`src/core/buf_err_defines.vh`:
```
// Purpose: Constants for the buffer timer and error flag logic.
// Assumes: 40 MHz system clock; one timer tick per microsecond.
// Notes: Register indices are serial-interface register numbers.
// Behaviour
// - Buffer turns itself off after the programmed timeout interval.
// - Command byte bit 5 starts the buffer for the programmed interval.
// - Asserting the external buffer trigger pin also starts the buffer.
// - Busy flag is high exactly while the buffer is active.
// - Separate overvoltage, amp clip, gain overload and clamp flags.
// - Detected errors stay in the error status register until the host clears them.
// - Unmasked error flags are ORed onto one error output pin.
// - Flags latch by default; latch disable makes them track live.
// - Every sensor waits out a programmed suppression delay first.
// - By default errors are not recorded while the buffer is busy.
// - Output gain selects unity or 1.375; unity after reset.
// - Output stage flag sets on rail clipping or overcurrent.
// - Input switches change only by host register writes.
// - Faults of an unused output still feed the output flag.
// - While buffer is active, buffer-path switches are forced by hardware.
`ifndef BUF_ERR_DEFINES_VH
`define BUF_ERR_DEFINES_VH
`define REG_BUFFER_TIMEOUT 4'h3
`define REG_ERROR_STATUS 4'h4
`define REG_SWITCH_CTRL 4'h6
`define REG_ERROR_CTRL 4'ha
`define REG_ERROR_SUPPRESSION_DELAY 4'hb
`define REG_OUTPUT_CTRL 4'hc
`define BUSY_BIT 7
`define OUT_BIT 4
`define CMD_BUF_BIT 5
`define CTRL_LATCH_DIS_BIT 0
`define CTRL_BUSY_ENABLE_BIT 1
`define TICK_NS 1000
`define CLK_NS 25
`define TICK_CYCLES (`TICK_NS / `CLK_NS)
`define RST_TIMEOUT 8'h00
`define RST_DELAY 8'h00
`define RST_MASK 8'h00
`endif

```
`src/core/buffer_error_ctrl.v`:
```
// Purpose: Timed input current buffer and latched error flag logic.
// Assumes: A serial front end delivers decoded register writes, reads and
//          command-byte strobes on the clk domain; sensors are asynchronous.
// Notes: Timer and suppression delays count in 1 us ticks.
//        The tick phase is free running, so a suppression delay may come up to
//        one tick short (program one more tick if that matters); the buffer timer runs up to one tick long.
//        Flag clears are ignored while the synchronised sensor is still active, so a
//        condition that is still present cannot be hidden by a clear.
`include "buf_err_defines.vh"
`timescale 1ns/100ps
`default_nettype none
module buffer_error_ctrl (
   // Clock and reset.
   input wire clk,
   input wire rst_b,
   // Register access from the serial front end.
   input wire reg_wr,
   input wire reg_rd,
   input wire [3:0] reg_addr,
   input wire [7:0] reg_wdata,
   output reg [7:0] reg_rdata_r,
   // Command byte strobe.
   input wire cmd_strobe,
   input wire [7:0] cmd_byte,
   // Pins and raw sensors (asynchronous).
   input wire buffer_trigger_pin,
   input wire input_overvoltage_raw,
   input wire input_amp_clip_raw,
   input wire gain_overload_raw,
   input wire clamp_conduction_raw,
   input wire positive_output_clip_raw,
   input wire positive_output_ovc_raw,
   input wire negative_output_clip_raw,
   input wire negative_output_ovc_raw,
   // Analog controls.
   output reg buffer_enable_r,
   output reg [7:0] switch_ctrl_r,
   output reg gain_mult_r,
   output reg error_pin_r
);
   // Number of recorded error sources: four input-side flags and one
   // output-stage flag.
   localparam NS = 5;
   // Prescaler terminal count, cut to the counter width on purpose.
   localparam integer TICK_LAST_I = `TICK_CYCLES - 1;
   localparam [7:0] TICK_LAST = TICK_LAST_I[7:0];
   // Host-visible settings.
   reg [7:0] timeout_r;
   reg [7:0] delay_r;
   reg [7:0] sw_reg_r;
   reg [7:0] err_ctrl_r;
   // Recorded error flags, one bit per source.
   reg [NS-1:0] flags_r;
   // Microsecond prescaler and its one-cycle tick.
   reg [7:0] tick_cnt_r;
   reg tick_r;
   // Buffer interval counter, in ticks.
   reg [7:0] buf_cnt_r;
   // Trigger pin: two sync flops plus one for edge finding.
   reg [2:0] trig_sync_r;
   // Raw sensor vector and its two synchroniser stages.
   wire [NS-1:0] raw;
   reg [NS-1:0] s1_r;
   reg [NS-1:0] s2_r;
   // Sensor conditions that survived the delay and the busy mask.
   wire [NS-1:0] rec;
   wire trig_rise;
   wire buf_start;
   // Host clear requests and the flags that may actually be cleared.
   wire [NS-1:0] clr_req;
   wire [NS-1:0] clr_ok;
   // Busy suppresses recording unless the host allows it.
   wire busy_mask;
   // Flags routed to the error pin, and the composed read-back values.
   wire [NS-1:0] pin_src;
   wire [7:0] status_word;
   reg [7:0] rd_mux;
   // Output fault is the OR of both outputs, used or not.
   assign raw = {positive_output_clip_raw | positive_output_ovc_raw |
                 negative_output_clip_raw | negative_output_ovc_raw,
                 clamp_conduction_raw, gain_overload_raw,
                 input_amp_clip_raw, input_overvoltage_raw};
   // Pin and sensors cross in two flops; third flop is for edge finding.
   always @(posedge clk or negedge rst_b) begin
      if (!rst_b) begin
         trig_sync_r <= 3'h0;
         s1_r <= {NS{1'b0}};
         s2_r <= {NS{1'b0}};
      end else begin
         trig_sync_r <= {trig_sync_r[1:0], buffer_trigger_pin};
         s1_r <= raw;
         s2_r <= s1_r;
      end
   end
   assign trig_rise = trig_sync_r[1] & ~trig_sync_r[2];
   assign buf_start = trig_rise |
      (cmd_strobe & cmd_byte[`CMD_BUF_BIT]);
   // Microsecond tick prescaler. One shared tick keeps every delay in the
   // same unit, at the cost of up to one tick of phase error per start.
   always @(posedge clk or negedge rst_b) begin
      if (!rst_b) begin
         tick_cnt_r <= 8'h00;
         tick_r <= 1'b0;
      end else if (tick_cnt_r == TICK_LAST) begin
         tick_cnt_r <= 8'h00;
         tick_r <= 1'b1;
      end else begin
         tick_cnt_r <= tick_cnt_r + 8'h01;
         tick_r <= 1'b0;
      end
   end
   // Buffer timer; a zero timeout still runs to the next tick so a start is seen.
   always @(posedge clk or negedge rst_b) begin
      if (!rst_b) begin
         buffer_enable_r <= 1'b0;
         buf_cnt_r <= 8'h00;
      end else if (buf_start) begin
         buffer_enable_r <= 1'b1;
         buf_cnt_r <= 8'h00;
      end else if (buffer_enable_r && tick_r) begin
         if (buf_cnt_r >= timeout_r)
            buffer_enable_r <= 1'b0;
         else
            buf_cnt_r <= buf_cnt_r + 8'h01;
      end
   end
   // Switching transients during the buffer interval would flood the flags,
   // so recording is held off while busy unless the host allows it.
   assign busy_mask = buffer_enable_r & ~err_ctrl_r[`CTRL_BUSY_ENABLE_BIT];
   // Per-sensor suppression delay counters, one per flag.
   genvar g;
   generate
      for (g = 0; g < NS; g = g + 1) begin : sup
         reg [7:0] cnt_r;
         reg ok_r;
         always @(posedge clk or negedge rst_b) begin
            if (!rst_b) begin
               cnt_r <= 8'h00;
               ok_r <= 1'b0;
            end else if (!s2_r[g]) begin
               cnt_r <= 8'h00;
               ok_r <= 1'b0;
            end else if (cnt_r >= delay_r) begin
               ok_r <= 1'b1;
            end else if (tick_r) begin
               cnt_r <= cnt_r + 8'h01;
            end
         end
         // A flag is only recorded once its delay has run out and the
         // busy mask lets it through.
         assign rec[g] = ok_r & ~busy_mask;
      end
   endgenerate
   // Host clear requests; a write of one asks for that flag to be cleared.
   assign clr_req = (reg_wr && reg_addr == `REG_ERROR_STATUS) ?
      reg_wdata[NS-1:0] : {NS{1'b0}};
   // A clear is honoured only where the synchronised condition has gone.
   assign clr_ok = clr_req & ~s2_r;
   // Flags: latch, or follow live when latch is disabled; set beats clear.
   always @(posedge clk or negedge rst_b) begin
      if (!rst_b)
         flags_r <= {NS{1'b0}};
      else if (err_ctrl_r[`CTRL_LATCH_DIS_BIT])
         flags_r <= rec;
      else
         flags_r <= rec | (flags_r & ~clr_ok);
   end
   // Registers; switches change only by host write.
   always @(posedge clk or negedge rst_b) begin
      if (!rst_b) begin
         timeout_r <= `RST_TIMEOUT;
         delay_r <= `RST_DELAY;
         sw_reg_r <= 8'h00;
         err_ctrl_r <= `RST_MASK;
         gain_mult_r <= 1'b0;
      end else if (reg_wr) begin
         case (reg_addr)
            `REG_BUFFER_TIMEOUT: timeout_r <= reg_wdata;
            `REG_ERROR_SUPPRESSION_DELAY: delay_r <= reg_wdata;
            `REG_SWITCH_CTRL: sw_reg_r <= reg_wdata;
            `REG_ERROR_CTRL: err_ctrl_r <= reg_wdata;
            `REG_OUTPUT_CTRL: gain_mult_r <= reg_wdata[0];
            default: ;
         endcase
      end
   end
   // Flags that the host routed to the error pin.
   assign pin_src = flags_r & err_ctrl_r[7:3];
   // Status word as the host sees it: busy on top, flags at the bottom.
   assign status_word = {buffer_enable_r, 2'h0, flags_r};
   // Read multiplexer; unmapped indices read as zero.
   always @* begin
      rd_mux = 8'h00;
      case (reg_addr)
         `REG_BUFFER_TIMEOUT: rd_mux = timeout_r;
         `REG_ERROR_STATUS: rd_mux = status_word;
         `REG_SWITCH_CTRL: rd_mux = sw_reg_r;
         `REG_ERROR_CTRL: rd_mux = err_ctrl_r;
         `REG_ERROR_SUPPRESSION_DELAY: rd_mux = delay_r;
         `REG_OUTPUT_CTRL: rd_mux = {7'h00, gain_mult_r};
         default: rd_mux = 8'h00;
      endcase
   end
   // Outputs: buffer forces the low nibble (buffer path switches).
   // Every output is a flop so the analog side never sees decode glitches.
   always @(posedge clk or negedge rst_b) begin
      if (!rst_b) begin
         switch_ctrl_r <= 8'h00;
         error_pin_r <= 1'b0;
         reg_rdata_r <= 8'h00;
      end else begin
         switch_ctrl_r <= buffer_enable_r ? {sw_reg_r[7:4], 4'hf} :
            sw_reg_r;
         error_pin_r <= |pin_src;
         // Read data holds between reads, so a slow host may take its time.
         if (reg_rd)
            reg_rdata_r <= rd_mux;
      end
   end
endmodule // buffer_error_ctrl
`default_nettype wire

```
`config.mk`:
```
export PLATFORM = sky130hd
export DESIGN_NAME = buffer_error_ctrl
export DESIGN_NICKNAME = d
export VERILOG_FILES = /design/src/core/buffer_error_ctrl.v
export VERILOG_INCLUDE_DIRS = /design/src /design/src/core
export SDC_FILE = /design/constraint.sdc
export NUM_CORES = 1
export LEC_CHECK = 0
export BUFFER_PORTS_ARGS = -buffer_cell sky130_fd_sc_hd__buf_2
export CORE_ASPECT_RATIO = 2
export CORE_UTILIZATION = 35
export DETAILED_ROUTE_END_ITERATION = 6
export GPL_ROUTABILITY_DRIVEN = 0
export GPL_TIMING_DRIVEN = 0
export SLEW_MARGIN = 5
export SYNTH_ARGS = -nofsm -noshare
export SYNTH_HDL_FRONTEND = slang
export SYNTH_SLANG_ARGS = --single-unit
```
`constraint.sdc`:
```
create_clock -name clk -period 2.7 [get_ports clk]
set_input_delay 0.135 -clock clk [delete_from_list [all_inputs] [get_ports clk]]
set_output_delay 0.135 -clock clk [all_outputs]
set_load 0.01 [all_outputs]
```
# Word level (Yosys, flattened, before mapping)
# Index checks and enable logic that the tools add are counted.
[classes]
reduce_logical = 17
eq_ne = 23
magnitude_cmp = 6
n_bitwise = 21
n_mux = 37
add_sub_neg = 7
[ops]
columns = ["operator", "n"]
rows = [
  ["two-way mux 8 bit", 19],
  ["adder 8 x 1 -> 8 bit (second input constant)", 7],
  ["greater-or-equal comparator 8 bit", 6],
  ["case mux 8 bit (6 select lines)", 1],
  ["AND reduction 2 bit", 12],
  ["inequality test 2 bit (second input constant)", 11],
  ["AND 5 bit", 3],
  ["two-way mux 1 bit", 14],
  ["equality test 4 bit (second input constant)", 3],
  ["two-way mux 5 bit", 2],
  ["inequality test 2 x 1 -> 1 bit (second input constant)", 5],
  ["NOT 5 bit", 2],
  ["AND 1 bit", 8],
  ["equality test 4 x 3 -> 1 bit (second input constant)", 2],
  ["equality test 8 x 6 -> 1 bit (second input constant)", 1],
  ["bitwise OR 5 bit", 1],
  ["OR reduction 5 bit", 1],
  ["equality test 4 x 2 -> 1 bit (second input constant)", 1],
  ["two-way mux 4 bit", 1],
  ["bitwise OR 1 bit", 4],
  ["nonzero test 2 bit", 2],
  ["NOT 1 bit", 3],
  ["logical AND 1 bit", 2],
]
[totals]
output_inout_bits = 19
input_bits = 34
reg_bits = 131
word_cells = 137

# Longest topological paths before layout
# Gate-level depths: netlist (run 1).
[logic_depth]
word_depth = 8
mapped_depth = 9
ltp_nobuf = 8

# Least setup slack after synthesis (run 1)
# No wires, ideal clock.
[synth_path]
path_kind = "reg-to-reg"
from = "register delay_r[0]"
to = "register sup[0].cnt_r[7]"
period_less_slack_ns = 2.264
arrival_time_ns = 2.145
required_time_ns = 2.581
path_stages_with_launch = 8
setup_time_ns = 0.119
slack_ns = 0.436
path_buffers = 0
path_cell_list = "dfrtp_1 > ha_1 > nand2b_4 > a2111oi_4 > o311ai_4 > a2111oi_4 > a31oi_1 > o21a_1"
[synth_between]
elab_chain_len = 3
[synth_lines]
columns = ["item", "line_no", "text"]
rows = [
  ["from (decl)", "buffer_error_ctrl.v:49", "reg [7:0] delay_r;"],
  ["from (signal assigned)", "buffer_error_ctrl.v:172", "delay_r <= `RST_DELAY;"],
  ["from (signal assigned)", "buffer_error_ctrl.v:179", "`REG_ERROR_SUPPRESSION_DELAY: delay_r <= reg_wdata;"],
  ["greater-or-equal comparator 8 bit", "buffer_error_ctrl.v:143", "end else if (cnt_r >= delay_r) begin"],
  ["inequality test 2 bit (no source line)", "--", ""],
  ["AND reduction 2 bit (no source line)", "--", ""],
  ["to (signal assigned)", "buffer_error_ctrl.v:146", "cnt_r <= cnt_r + 8'h01;"],
  ["to (decl)", "buffer_error_ctrl.v:134", "reg [7:0] cnt_r;"],
]
# Every way passes these cells.
# A chain may end at the register's enable or synchronous reset.

# Final worst setup path (run 1)
# Ends and elaborated chain as after synthesis.

==> results of run 1 <==
==> routing by layer <==
| metal | part of all wire (%) | vias to the layer above |
|---|---|---|
| met5 | 0 | - |
| met4 | 3.9 | 0 |
| met3 | 1.7 | 27 |
| li1 | - | 2400 |
| met2 | 58 | 72 |
| met1 | 37 | 2414 |
==> flip-flops by register name, indices dropped and copies added (netlist names), 8 cells and up <==
| name | cells |
|---|---|
| timeout_r | 8 |
| switch_ctrl_r | 8 |
| delay_r | 8 |
| err_ctrl_r | 8 |
| sup.cnt_r | 40 |
| buf_cnt_r | 8 |
| tick_cnt_r | 8 |
| reg_rdata_r | 8 |
| sw_reg_r | 8 |
==> power groups by stage <==
stage | clock (mW) | combinational [mW] | sequential [mW]
finish | 2.21 | 0.772 | 2.31
global route | 2.35 | 0.874 | 2.34
CTS | 2.27 | 0.776 | 2.31
detailed placement | 0 | 0.761 | 2.34
global placement | 0 | 0.735 | 2.34
floorplan | 0 | 0.496 | 2.30
==> synthesized netlist by cell type (all sizes together) (8+ instances only) <==
master,n
nand2b,20
nand4,12
xnor2,20
o22ai,8
xor2,8
mux2,34
o21a,11
nor2,28
o21ai,27
nand3,23
and2,18
a21oi,20
mux2i,13
nand2,48
inv,39
ha,55
dfrtp,131
a211oi,8
==> path summary, 6_finish.rpt <==
| check | cells past startpoint | slack [ps] | to |
|---|---|---|---|
| max in group asynchronous | 3 | 1630 | sup[3].cnt_r[3] |
| min reg2reg | 0 | 350 | s2_r[3] |
| max reg2reg | 7 | 190 | sup[0].cnt_r[7] |
| min in group asynchronous | 2 | 310 | trig_sync_r[2] |
| max | 7 | 190 | sup[0].cnt_r[7] |
| min | 2 | 30 | sw_reg_r[2] |
==> final cells by class <==
| cell class | count | area (sq um) | area share (%) |
|---|---|---|---|
| Buffer | 11 | 55.1 | 0.678 |
| Clock buffer | 24 | 492 | 6.05 |
| Clock inverter | 7 | 72.6 | 0.893 |
| Inverter | 40 | 150 | 1.85 |
| Multi-Input combinational cell | 444 | 3420 | 42.1 |
| Sequential cell | 131 | 3280 | 40.4 |
| Tap cell | 259 | 324 | 3.99 |
| Timing Repair Buffer | 52 | 334 | 4.11 |
==> cells in the final DEF (no fill, tap or decap), types with 5 or more instances in the layout <==
| master | instances |
|---|---|
| a21oi_1 | 16 |
| and2_1 | 17 |
| inv_1 | 36 |
| mux2i_1 | 13 |
| buf_2 | 45 |
| o22ai_1 | 8 |
| nand2b_1 | 19 |
| nor2b_1 | 7 |
| xor2_1 | 8 |
| nor2_1 | 28 |
| ha_1 | 55 |
| clkbuf_16 | 17 |
| nor3b_1 | 6 |
| nand4_1 | 12 |
| xnor2_1 | 20 |
| or4_1 | 5 |
| nand3_1 | 22 |
| a22oi_1 | 5 |
| o21ai_0 | 26 |
| clkbuf_1 | 7 |
| mux2_2 | 34 |
| or2_2 | 5 |
| nand2_1 | 48 |
| a222oi_1 | 7 |
| or3_1 | 6 |
| o21a_1 | 11 |
| dfrtp_1 | 131 |
| dlygate4sd3_1 | 9 |
| a211oi_1 | 8 |
==> repair_timing <==
action	4_1_cts	5_1_grt
hold buffers	9	0
endpoints found under the hold margin	79	0
gates resized for setup	0	7
buffers inserted	0	0
endpoints found under the setup margin	0	11
==> metrics by stage <==
stage | cell area [sq um] | TNS, ps
2_1_floorplan | 6880 | 0
3_3_place_gp | 7410 | -53560
3_5_place_dp | 7450 | 0
6_report | 8120 | 0
5_1_grt | 8120 | 0
4_1_cts | 8100 | 0
==> kinds of logic (layout without fill, tap and decap cells) <==
| group | after synthesis | count (layout) | synth area share [%] |
|---|---|---|---|
| compound gates | 118 | 118 | 12.7 |
| xor+xnor | 28 | 28 | 3.57 |
| fa+ha+maj | 55 | 55 | 10.0 |
| mux | 47 | 47 | 7.46 |
| simple gates | 196 | 196 | 15.6 |
| flops | 131 | 131 | 47.7 |
| buf+inv | 51 | 134 | 2.98 |
==> results by group, run 1 <==
Run status
  – Status: finished, final reports clean

GRT
  – Met2 usage: between 30% and 40%
  – Gr ovfl total: 0
  – Total track usage: 17.6%
  – Initial antenna violation count: 0
  – Largest net degree at the start of global routing: 73
  – Vias in the first global route: 5184
  – Met1 usage: 17.6%
  – First-pass GRT wire length: 27000 um
  – Busiest grt layer: met2
  – Met3 usage: 3.07%

Setup path
  – CP max stage delay: 500 ps
  – CP required: approximately 3000 ps
  – WS Path Type: reg -> reg
  – Endpoint class of the critical path: flip-flop
  – Buffers plus inverters on the worst setup path: 0
  – Crit path max-delay cell type: dfrtp_1
  – Startpoint types: flip-flop
  – Crit-path cells: ha_1 -> nand2b_4 -> a2111oi_4 -> o311ai_4 -> a2111oi_4 -> a31oi_1 -> o21a_1
  – WP data arrival: 2820 ps
  – First element of the critical path: delay_r[0]
  – Crit path max fanout: 7
  – Top cell family by delay on the critical path: compound AO/OA/AOI/OAI gates
  – Reg2Reg Launch Point: delay_r[0]
  – Crit path top cell by count: a2111oi_4

CTS
  – H-tree depth: 4
  – Clock sink count: 131
  – CTS max path bufs: 2
  – Clock-pin slew on the worst setup and hold paths: 60 ps
  – Root buf cell: clkbuf_16
  – CTS tree: yes
  – Total CTS buffers: 17
  – Clk_lat worst skew: 420 ps

Run
  – Max-Cap Viols: 0

Drt
  – Initial DRC Count: around 160
  – Via count: 4913
  – Remaining antenna violation count after routing: 0
  – DRT Pass-1 Iters: 4
  – Vias per std cell: 5.08
  – DRC: 0
  – Routed WL: around 16000 um
  – Routed wire per std cell: 16.6 um

Power
  – Lkg Pwr: 3.68 nW
  – Overall power: 5.29 mW
  – Int Power: 3.85 mW
  – Reg power frac: 43.6%
  – Combinational Power Share: 14.6%
  – Pwr Density: between 600 and 700 nW/um^2
  – Sw Share: 27.3%
  – NetSw: between 1 and 1.5 mW
  – Clock power frac: 41.8%
  – Peak supply drop: 0.248 mV

Die
  – Die W: 101 um
  – Die area: 20200 sq um
  – Starting Density: between 30% and 40%
  – Die H: 200 um
  – Ports: 53
  – Row cnt: 72
  – Core box area: 19300 sq um

Timing
  – Worst-Margin Slew: 687 ps
  – Worst Clk Skew: 8.79 ps
  – Slew Limit Headroom: 54.2%
  – Finish-stage setup viols: 0
  – F_max: 398 MHz
  – Fin Hold WS: about 26 ps
  – Final min period: 2510 ps
  – Tcrit/Tclk final: 93.1%
  – Final hold vios: 0
  – Post-route setup slack: 188 ps
  – Slew Viols, Final: 0
  – Unrepaired setup endpoints after global routing: false

Cells and area
  – Final Non-Filler Cells: a little under 1000
  – Share of layout cells above drive strength 1: 18.9%
  – Nets: 786
  – Fin util: 42.1%
  – N_diodes: 0
  – Area growth syn-to-layout: 18.1%
  – Fill cell count: 1892

Place
  – Post-Place Cells: about 930
  – Port Buffers: 42
  – DP Wirelength: roughly 12000 um
  – Pre-CTS WS: between 30 and 40 ps

Synthesis
  – Leading area contributor after synthesis: dfrtp_1
  – Top FF cell, synth: dfrtp_1
  – Register area share after synthesis: 47.7%
  – Number of synthesized register bits: 131
  – Post-synth top area share: 47.7%
  – Mean Syn Cell Area: 11.0 sq um
  – Post-synthesis cell count: 626
  – FFs w/ async S/R, synth: 100%
  – Distinct cell type count after synthesis: 62
  – Synth top area cells: dfrtp_1 (48%), ha_1 (10%), mux2_2 (5.6%), nand2_1 (2.6%), xnor2_1 (2.5%)
  – Number of flops mapped to enable cells by yosys: 0
  – Syn Nets: between 700 and 800
  – Yosys warns: 0
  – Mapped cell area: between 6000 and 7000 sq um

Min path
  – HP Class: in -> reg
  – Hold Startpoint: reg_wdata[2]
Power figures use the tool's default switching activity.
==> run 2, diff against run 1 <==
--- a/config.mk
+++ b/config.mk
@@ -9,4 +9,5 @@
 export BUFFER_PORTS_ARGS = -buffer_cell sky130_fd_sc_hd__buf_2
 export CORE_ASPECT_RATIO = 2
+export CORE_MARGIN = 4
 export CORE_UTILIZATION = 35
 export DETAILED_ROUTE_END_ITERATION = 6
==> constraint.sdc (replaced) <==
create_clock -name clk -period 2.7 [get_ports clk]
set_input_delay 0.405 -clock clk [delete_from_list [all_inputs] [get_ports clk]]
set_output_delay 0.405 -clock clk [all_outputs]
set_load 0.01 [all_outputs]
==> run 2 against run 1 <==
Effect of this change: first-iteration DRC count up 8.0%; non-clock buffer count down 7; core utilization down 0.34 points; clock skew up 1.3 ps.
==> results by group, run 2 (synthesis gave the netlist of run 1 again) <==
Cells and area
  – Share of layout cells above drive strength 1: 19.5% (+0.59 points)
  – Most common cell after layout, fill and taps aside: dfrtp_1
  – Nets: 779 (-0.89%)
  – Area growth syn-to-layout: 17.7%
  – Commonest non-fill, non-tap cells in the layout: dfrtp_1 (130), ha_1 (55), nand2_1 (48), buf_2 (45), inv_1 (39)
  – Most flops, register: sup.cnt_r
  – N_diodes: 0 (unchanged)
  – Multi-input logic area: 3420 sq um (unchanged)
  – Max FFs per register: 40 (unchanged)
  – Fill cell count: 1859 (-1.7%)
  – Sequential cell area: 3280 sq um (about the same)

Setup path
  – Worst Reg2Reg Path Length in Cells: 9 (+2)
  – Endpoint class of the critical path: flip-flop
  – Buffers plus inverters on the worst setup path: 2 (+2)
  – Startpoint types: flip-flop
  – WS Path Type: reg -> reg
  – Crit path max-delay cell type: or4_1
  – CP required: 3050 ps (+50 ps)
  – Crit path max fanout: 10 (+3)
  – WP data arrival: 2870 ps (+50 ps)
  – Crit-path cells: inv_1 -> ha_1 -> a211oi_1 -> o22ai_1 -> a21oi_2 -> nand2_1 -> buf_2 -> or4_1 -> a21oi_1
  – Top cell family by delay on the critical path: compound AO/OA/AOI/OAI gates
  – WP depth: 9 (+2)
  – CP max stage delay: 510 ps (about the same)

Timing
  – Worst-Margin Slew: 627 ps (-60.2 ps)
  – Unrepaired setup endpoints after global routing: false
  – Final hold vios: 0 (unchanged)
  – Slew Limit Headroom: 57.9% (+3.7 points)
  – Final min period: 2530 ps (+13.0 ps)
  – Finish-stage setup viols: 0 (unchanged)
  – Slew Viols, Final: 0 (unchanged)
  – Worst Clk Skew: 10.1 ps (+1.29 ps)
  – Tcrit/Tclk final: 93.5% (+0.48 points)
  – F_max: 396 MHz (-0.51%)
  – Fin Hold WS: 88.1 ps (+62.5 ps)
  – Final setup TNS: 0 ps (unchanged)

Die
  – Die area: 22100 sq um (+9.1%)
  – Ports: 53 (unchanged)
  – Die W: 107 um (+5.9%)
  – Core box area: 19400 sq um (+0.47%)
  – Die H: 206 um (+3.0%)
  – Starting Density: 35.5% (-0.17 points)
  – Row cnt: 72 (unchanged)

Power
  – NetSw: 1.52 mW (+5.2%)
  – Clock power frac: 42.8% (+1.0 points)
  – Sw Share: 28.2% (+0.89 points)
  – Lkg Pwr: 3.67 nW (-0.42%)
  – Reg power frac: 43.0% (-0.6 points)
  – Combinational Power Share: 14.2% (-0.4 points)
  – Pwr Density: 666 nW/um^2 (+2.2%)
  – Peak supply drop: 0.286 mV (+15%)
  – Int Power: 3.87 mW (+0.66%)

CTS
  – Clock-pin slew on the worst setup and hold paths: 60 ps (about the same)
  – Total CTS buffers: 17 (unchanged)
  – CTS max path bufs: 2 (unchanged)
  – H-tree depth: 4 (unchanged)
  – Clk_lat worst skew: 420 ps (about the same)
  – CTS tree: yes
  – Clock sink count: 131 (unchanged)
  – Root buf cell: clkbuf_16

Drt
  – Remaining antenna violation count after routing: 0 (unchanged)
  – DRC: 0 (unchanged)
  – Routed wire per std cell: 16.8 um (+1.2%)
  – Routed WL: 16200 um (+0.58%)
  – WL met2: 9080 um (-2.0%)
  – Via count: 4952 (+0.79%)
  – Top Metal Used: met4
  – DRT Pass-1 Iters: 4 (unchanged)
  – Routed length on met3: 436 um (+56%)
  – Initial DRC Count: 175 (+8.0%)
  – M1 wire length: 5910 um (-0.10%)
  – Vias per std cell: 5.15 (+1.4%)

Run
  – Max-Cap Viols: 0 (unchanged)

GRT
  – Initial antenna violation count: 0 (unchanged)
  – Total track usage: 15.8% (-1.8 points)
  – First-pass GRT wire length: 27100 um (about the same)
  – Largest net degree at the start of global routing: 68 (-6.8%)
  – Gr ovfl total: 0 (unchanged)
  – Vias in the first global route: 5260 (+1.5%)

Min path
  – Min-Delay Path Depth: 1 (-1)
  – HP Class: in -> reg

Place
  – Port Buffers: 42 (unchanged)
  – DP Wirelength: 12000 um (+0.13%)

Run status
  – Status: finished, final reports clean
run 2: worst reg2reg max path, stage by stage, from the launching register on:
cell      delay, ps
dfrtp_1         390
inv_1           250
ha_1            310
a211oi_1        260
o22ai_1         130
a21oi_2         170
nand2_1         110
buf_2           200
or4_1           510
a21oi_1         140
run 2: final timing paths:
path / startpoint / to / slack [ps]
setup / recovery: delay_r[5] / sup[3].cnt_r[6] / 170
hold / removal: clamp_conduction_raw / s1_r[3] / 90
setup reg to reg: delay_r[5] / sup[3].cnt_r[6] / 170
hold reg to reg: s1_r[1] / s2_r[1] / 350
max in group asynchronous: rst_b / delay_r[0] / 1370
min in group asynchronous: rst_b / sup[3].cnt_r[4] / 540
run 2: power groups by stage:
| stage | logic [mW] | registers [mW] | clock network [mW] |
|---|---|---|---|
| final | 0.764 | 2.32 | 2.31 |
| after global routing | 0.877 | 2.34 | 2.45 |
| after CTS | 0.770 | 2.32 | 2.37 |
| after detailed placement | 0.763 | 2.35 | 0 |
| after global placement | 0.738 | 2.35 | 0 |
| after floorplan | 0.496 | 2.30 | 0 |
run 2: cell type report:
| cell class | instances | share of cell area (%) |
|---|---|---|
| multi-input combinational | 444 | 42.2 |
| sequential | 131 | 40.5 |
| clock buffer | 18 | 5.42 |
| tap | 259 | 4.00 |
| timing repair buffer | 45 | 3.38 |
| clock inverter | 14 | 1.93 |
| inverter | 40 | 1.85 |
| buffer | 11 | 0.680 |
run 2: repair_timing:
action / 4_1_cts / 5_1_grt
gates resized for setup: 0 / 5
endpoints found under the setup margin: 0 / 9
buffers inserted: 0 / 1
hold buffers: 1 / 0
hold endpoints to repair: 1 / 0
run 2: metrics by stage:
step	area (sq um)	power [mW]	std cells	util, %	setup slack [ps]
final	8100	5.39	962	41.8	175
after global routing	8100	5.66	962	41.8	34.4
after CTS	8050	5.46	961	41.6	30.1
after detailed placement	7450	3.12	928	38.4	63.9
after global placement	7410	3.09	927	38.3	-705
after floorplan	6880	2.79	626	-	436
run 2: routing by layer:
layer / global-route usage, % / up-vias
li1: - / 2388
met1: 15.8 / 2434
met2: 30.4 / 90
met3: 2.63 / 40
met4: 8.55 / 0
met5: 0 / -
==> run 3, diff against run 2 <==
clock period = 2.9 ns   (was 2.7 ns; I/O delays follow)
==> run 3 against run 2 <==
Effect of this change: routed wire length about the same; die area unchanged; sequential power down 7%; worst hold slack got worse by 87 ps; clock skew hardly changed; largest cell class unchanged.
==> results by group, run 3 (synthesis gave the netlist of run 1 again) <==
Run status
  – Status: finished, final reports clean

Drt
  – Routed WL: 16200 um (about the same)
  – Initial DRC Count: 189 (+8.0%)
  – Remaining antenna violation count after routing: 0 (unchanged)
  – Via count: 4962 (+0.20%)
  – Vias per std cell: 5.17 (+0.41%)
  – DRT Pass-1 Iters: 5 (+1)
  – DRC: 0 (unchanged)
  – Routed wire per std cell: 16.8 um (+0.19%)

GRT
  – Total track usage: 15.8% (-0.020 points)
  – Vias in the first global route: 5250 (-0.19%)
  – Busiest grt layer: met2
  – Met1 usage: 15.8% (-0.020 points)
  – Met2 usage: 30.3% (-0.045 points)
  – Met3 usage: 2.63% (unchanged)
  – Largest net degree at the start of global routing: 68 (unchanged)
  – Initial antenna violation count: 0 (unchanged)
  – First-pass GRT wire length: 27000 um (-0.15%)
  – Gr ovfl total: 0 (unchanged)

CTS
  – CTS tree: yes
  – Post-CTS Hold Buffers: 0 (-1)
  – Clk_lat worst skew: 420 ps (about the same)
  – Clock-pin slew on the worst setup and hold paths: 60 ps (about the same)
  – Post-cts sizing count: 0 (unchanged)
  – Root buf cell: clkbuf_16
  – Total CTS buffers: 17 (unchanged)
  – Post-CTS setup buffers: 0 (unchanged)
  – CTS max path bufs: 2 (unchanged)
  – H-tree depth: 4 (unchanged)
  – Clock sink count: 131 (unchanged)

Setup path
  – Buffers plus inverters on the worst setup path: 0 (-2)
  – Startpoint types: flip-flop
  – CP required: 3210 ps (+160 ps)
  – Crit path max fanout: 7 (-3)
  – WP data arrival: 2930 ps (+60 ps)
  – Endpoint class of the critical path: flip-flop
  – Crit-path cells: ha_1 -> nand2b_4 -> a2111oi_4 -> o311ai_4 -> a2111oi_4 -> a31oi_1 -> o21a_1
  – CP max stage delay: 630 ps (+120 ps)
  – Crit path max-delay cell type: dfrtp_1
  – Top cell family by delay on the critical path: compound AO/OA/AOI/OAI gates
  – Crit path top cell by count: a2111oi_4
  – WS Path Type: reg -> reg

Cells and area
  – Share of layout cells above drive strength 1: 18.8% (-0.66 points)
  – Fill cell count: 1861 (+0.11%)
  – Nets: 777 (-0.26%)
  – Area growth syn-to-layout: 16.9%
  – Max FFs per register: 40 (unchanged)
  – N_diodes: 0 (unchanged)
  – Final Non-Filler Cells: 960 (-0.21%)
  – Post-route cell area: 8040 sq um (-0.68%)
  – Commonest non-fill, non-tap cells in the layout: dfrtp_1 (131), ha_1 (55), nand2_1 (48), buf_2 (45), inv_1 (39)
  – Most flops, register: sup.cnt_r
  – Most common cell after layout, fill and taps aside: dfrtp_1

Die
  – Row cnt: 72 (unchanged)
  – Die W: 107 um (unchanged)
  – Ports: 53 (unchanged)
  – Die H: 206 um (unchanged)
  – Starting Density: 35.5% (unchanged)
  – Core box area: 19400 sq um (unchanged)
  – Die area: 22100 sq um (unchanged)

Timing
  – Slew Limit Headroom: 54.0% (-4.0 points)
  – Worst Clk Skew: 9.85 ps (-0.229 ps)
  – Finish-stage setup viols: 0 (unchanged)
  – Final hold vios: 0 (unchanged)
  – Final min period: 2630 ps (+100 ps)
  – Post-route setup slack: 274 ps (+99.6 ps)
  – Final setup TNS: 0 ps (unchanged)
  – Worst-Margin Slew: 691 ps (+63.9 ps)
  – Slew Viols, Final: 0 (unchanged)
  – Tcrit/Tclk final: 90.5% (-3.0 points)
  – F_max: 381 MHz (-3.8%)
  – Unrepaired setup endpoints after global routing: false

Place
  – Port Buffers: 42 (unchanged)
  – Placed Instance Area: 7450 sq um (unchanged)
  – Pre-CTS WS: 264 ps (+200 ps)
  – Post-Place Cells: 928 (unchanged)
  – DP Wirelength: 12000 um (unchanged)

Run
  – Max-Cap Viols: 0 (unchanged)

Power
  – Lkg Pwr: 3.65 nW (-0.34%)
  – Pwr Density: 623 nW/um^2 (-6.4%)
  – Peak supply drop: 0.270 mV (-5.5%)

Min path
  – HP Class: in -> async
[run 3: cell types whose count changed in the layout (fill, tap and decap cells not counted), sizes merged]
cell / change
buf: -1
dlygate4sd3: -1
[run 3: worst paths after layout]
| kind | startpoint | endpoint | slack, ps | cells after the start |
|---|---|---|---|---|
| max in group asynchronous | rst_b | sup[2].cnt_r[5] | 2120 | 2 |
| min reg2reg | s1_r[1] | s2_r[1] | 350 | 0 |
| max reg2reg | delay_r[0] | sup[0].cnt_r[7] | 270 | 7 |
| min | rst_b | sup[3].cnt_r[4] | 0.7 | 1 |
| min in group clk | clamp_conduction_raw | s1_r[3] | 110 | 1 |
| max | delay_r[0] | sup[0].cnt_r[7] | 270 | 7 |
[run 3: area by class of cell]
type	instances	area [sq um]	share of cell area [%]
Buffer	11	55.1	0.685
Clock buffer	18	439	5.46
Clock inverter	14	156	1.94
Inverter	40	150	1.87
Multi-Input combinational cell	444	3390	42.2
Sequential cell	131	3280	40.8
Tap cell	259	324	4.03
Timing Repair Buffer	43	244	3.03
[run 3: routing by layer]
layer  share of wire, %  up-vias
met5                  0        -
met4                4.2        0
met3                2.9       37
met2                 57       91
met1                 36     2450
li1                   -     2384
[run 3: metrics by stage]
step | utilization, % | hold slack (ps) | power [mW]
6_report | 41.5 | 0.691 | 5.01
5_1_grt | 41.5 | 53.8 | 5.26
4_1_cts | 41.5 | 29.8 | 5.08
3_5_place_dp | 38.4 | 335 | 2.90
3_3_place_gp | 38.3 | 332 | 2.87
2_1_floorplan | - | 139 | 2.60
[run 3: report_power, final]
group	leakage, nW	switching, mW	total [mW]	internal [mW]
sequential	1.69	0.156	2.16	2.00
combinational	1.69	0.395	0.700	0.305
clock	0.279	0.858	2.15	1.30
total	3.65	1.41	5.01	3.60
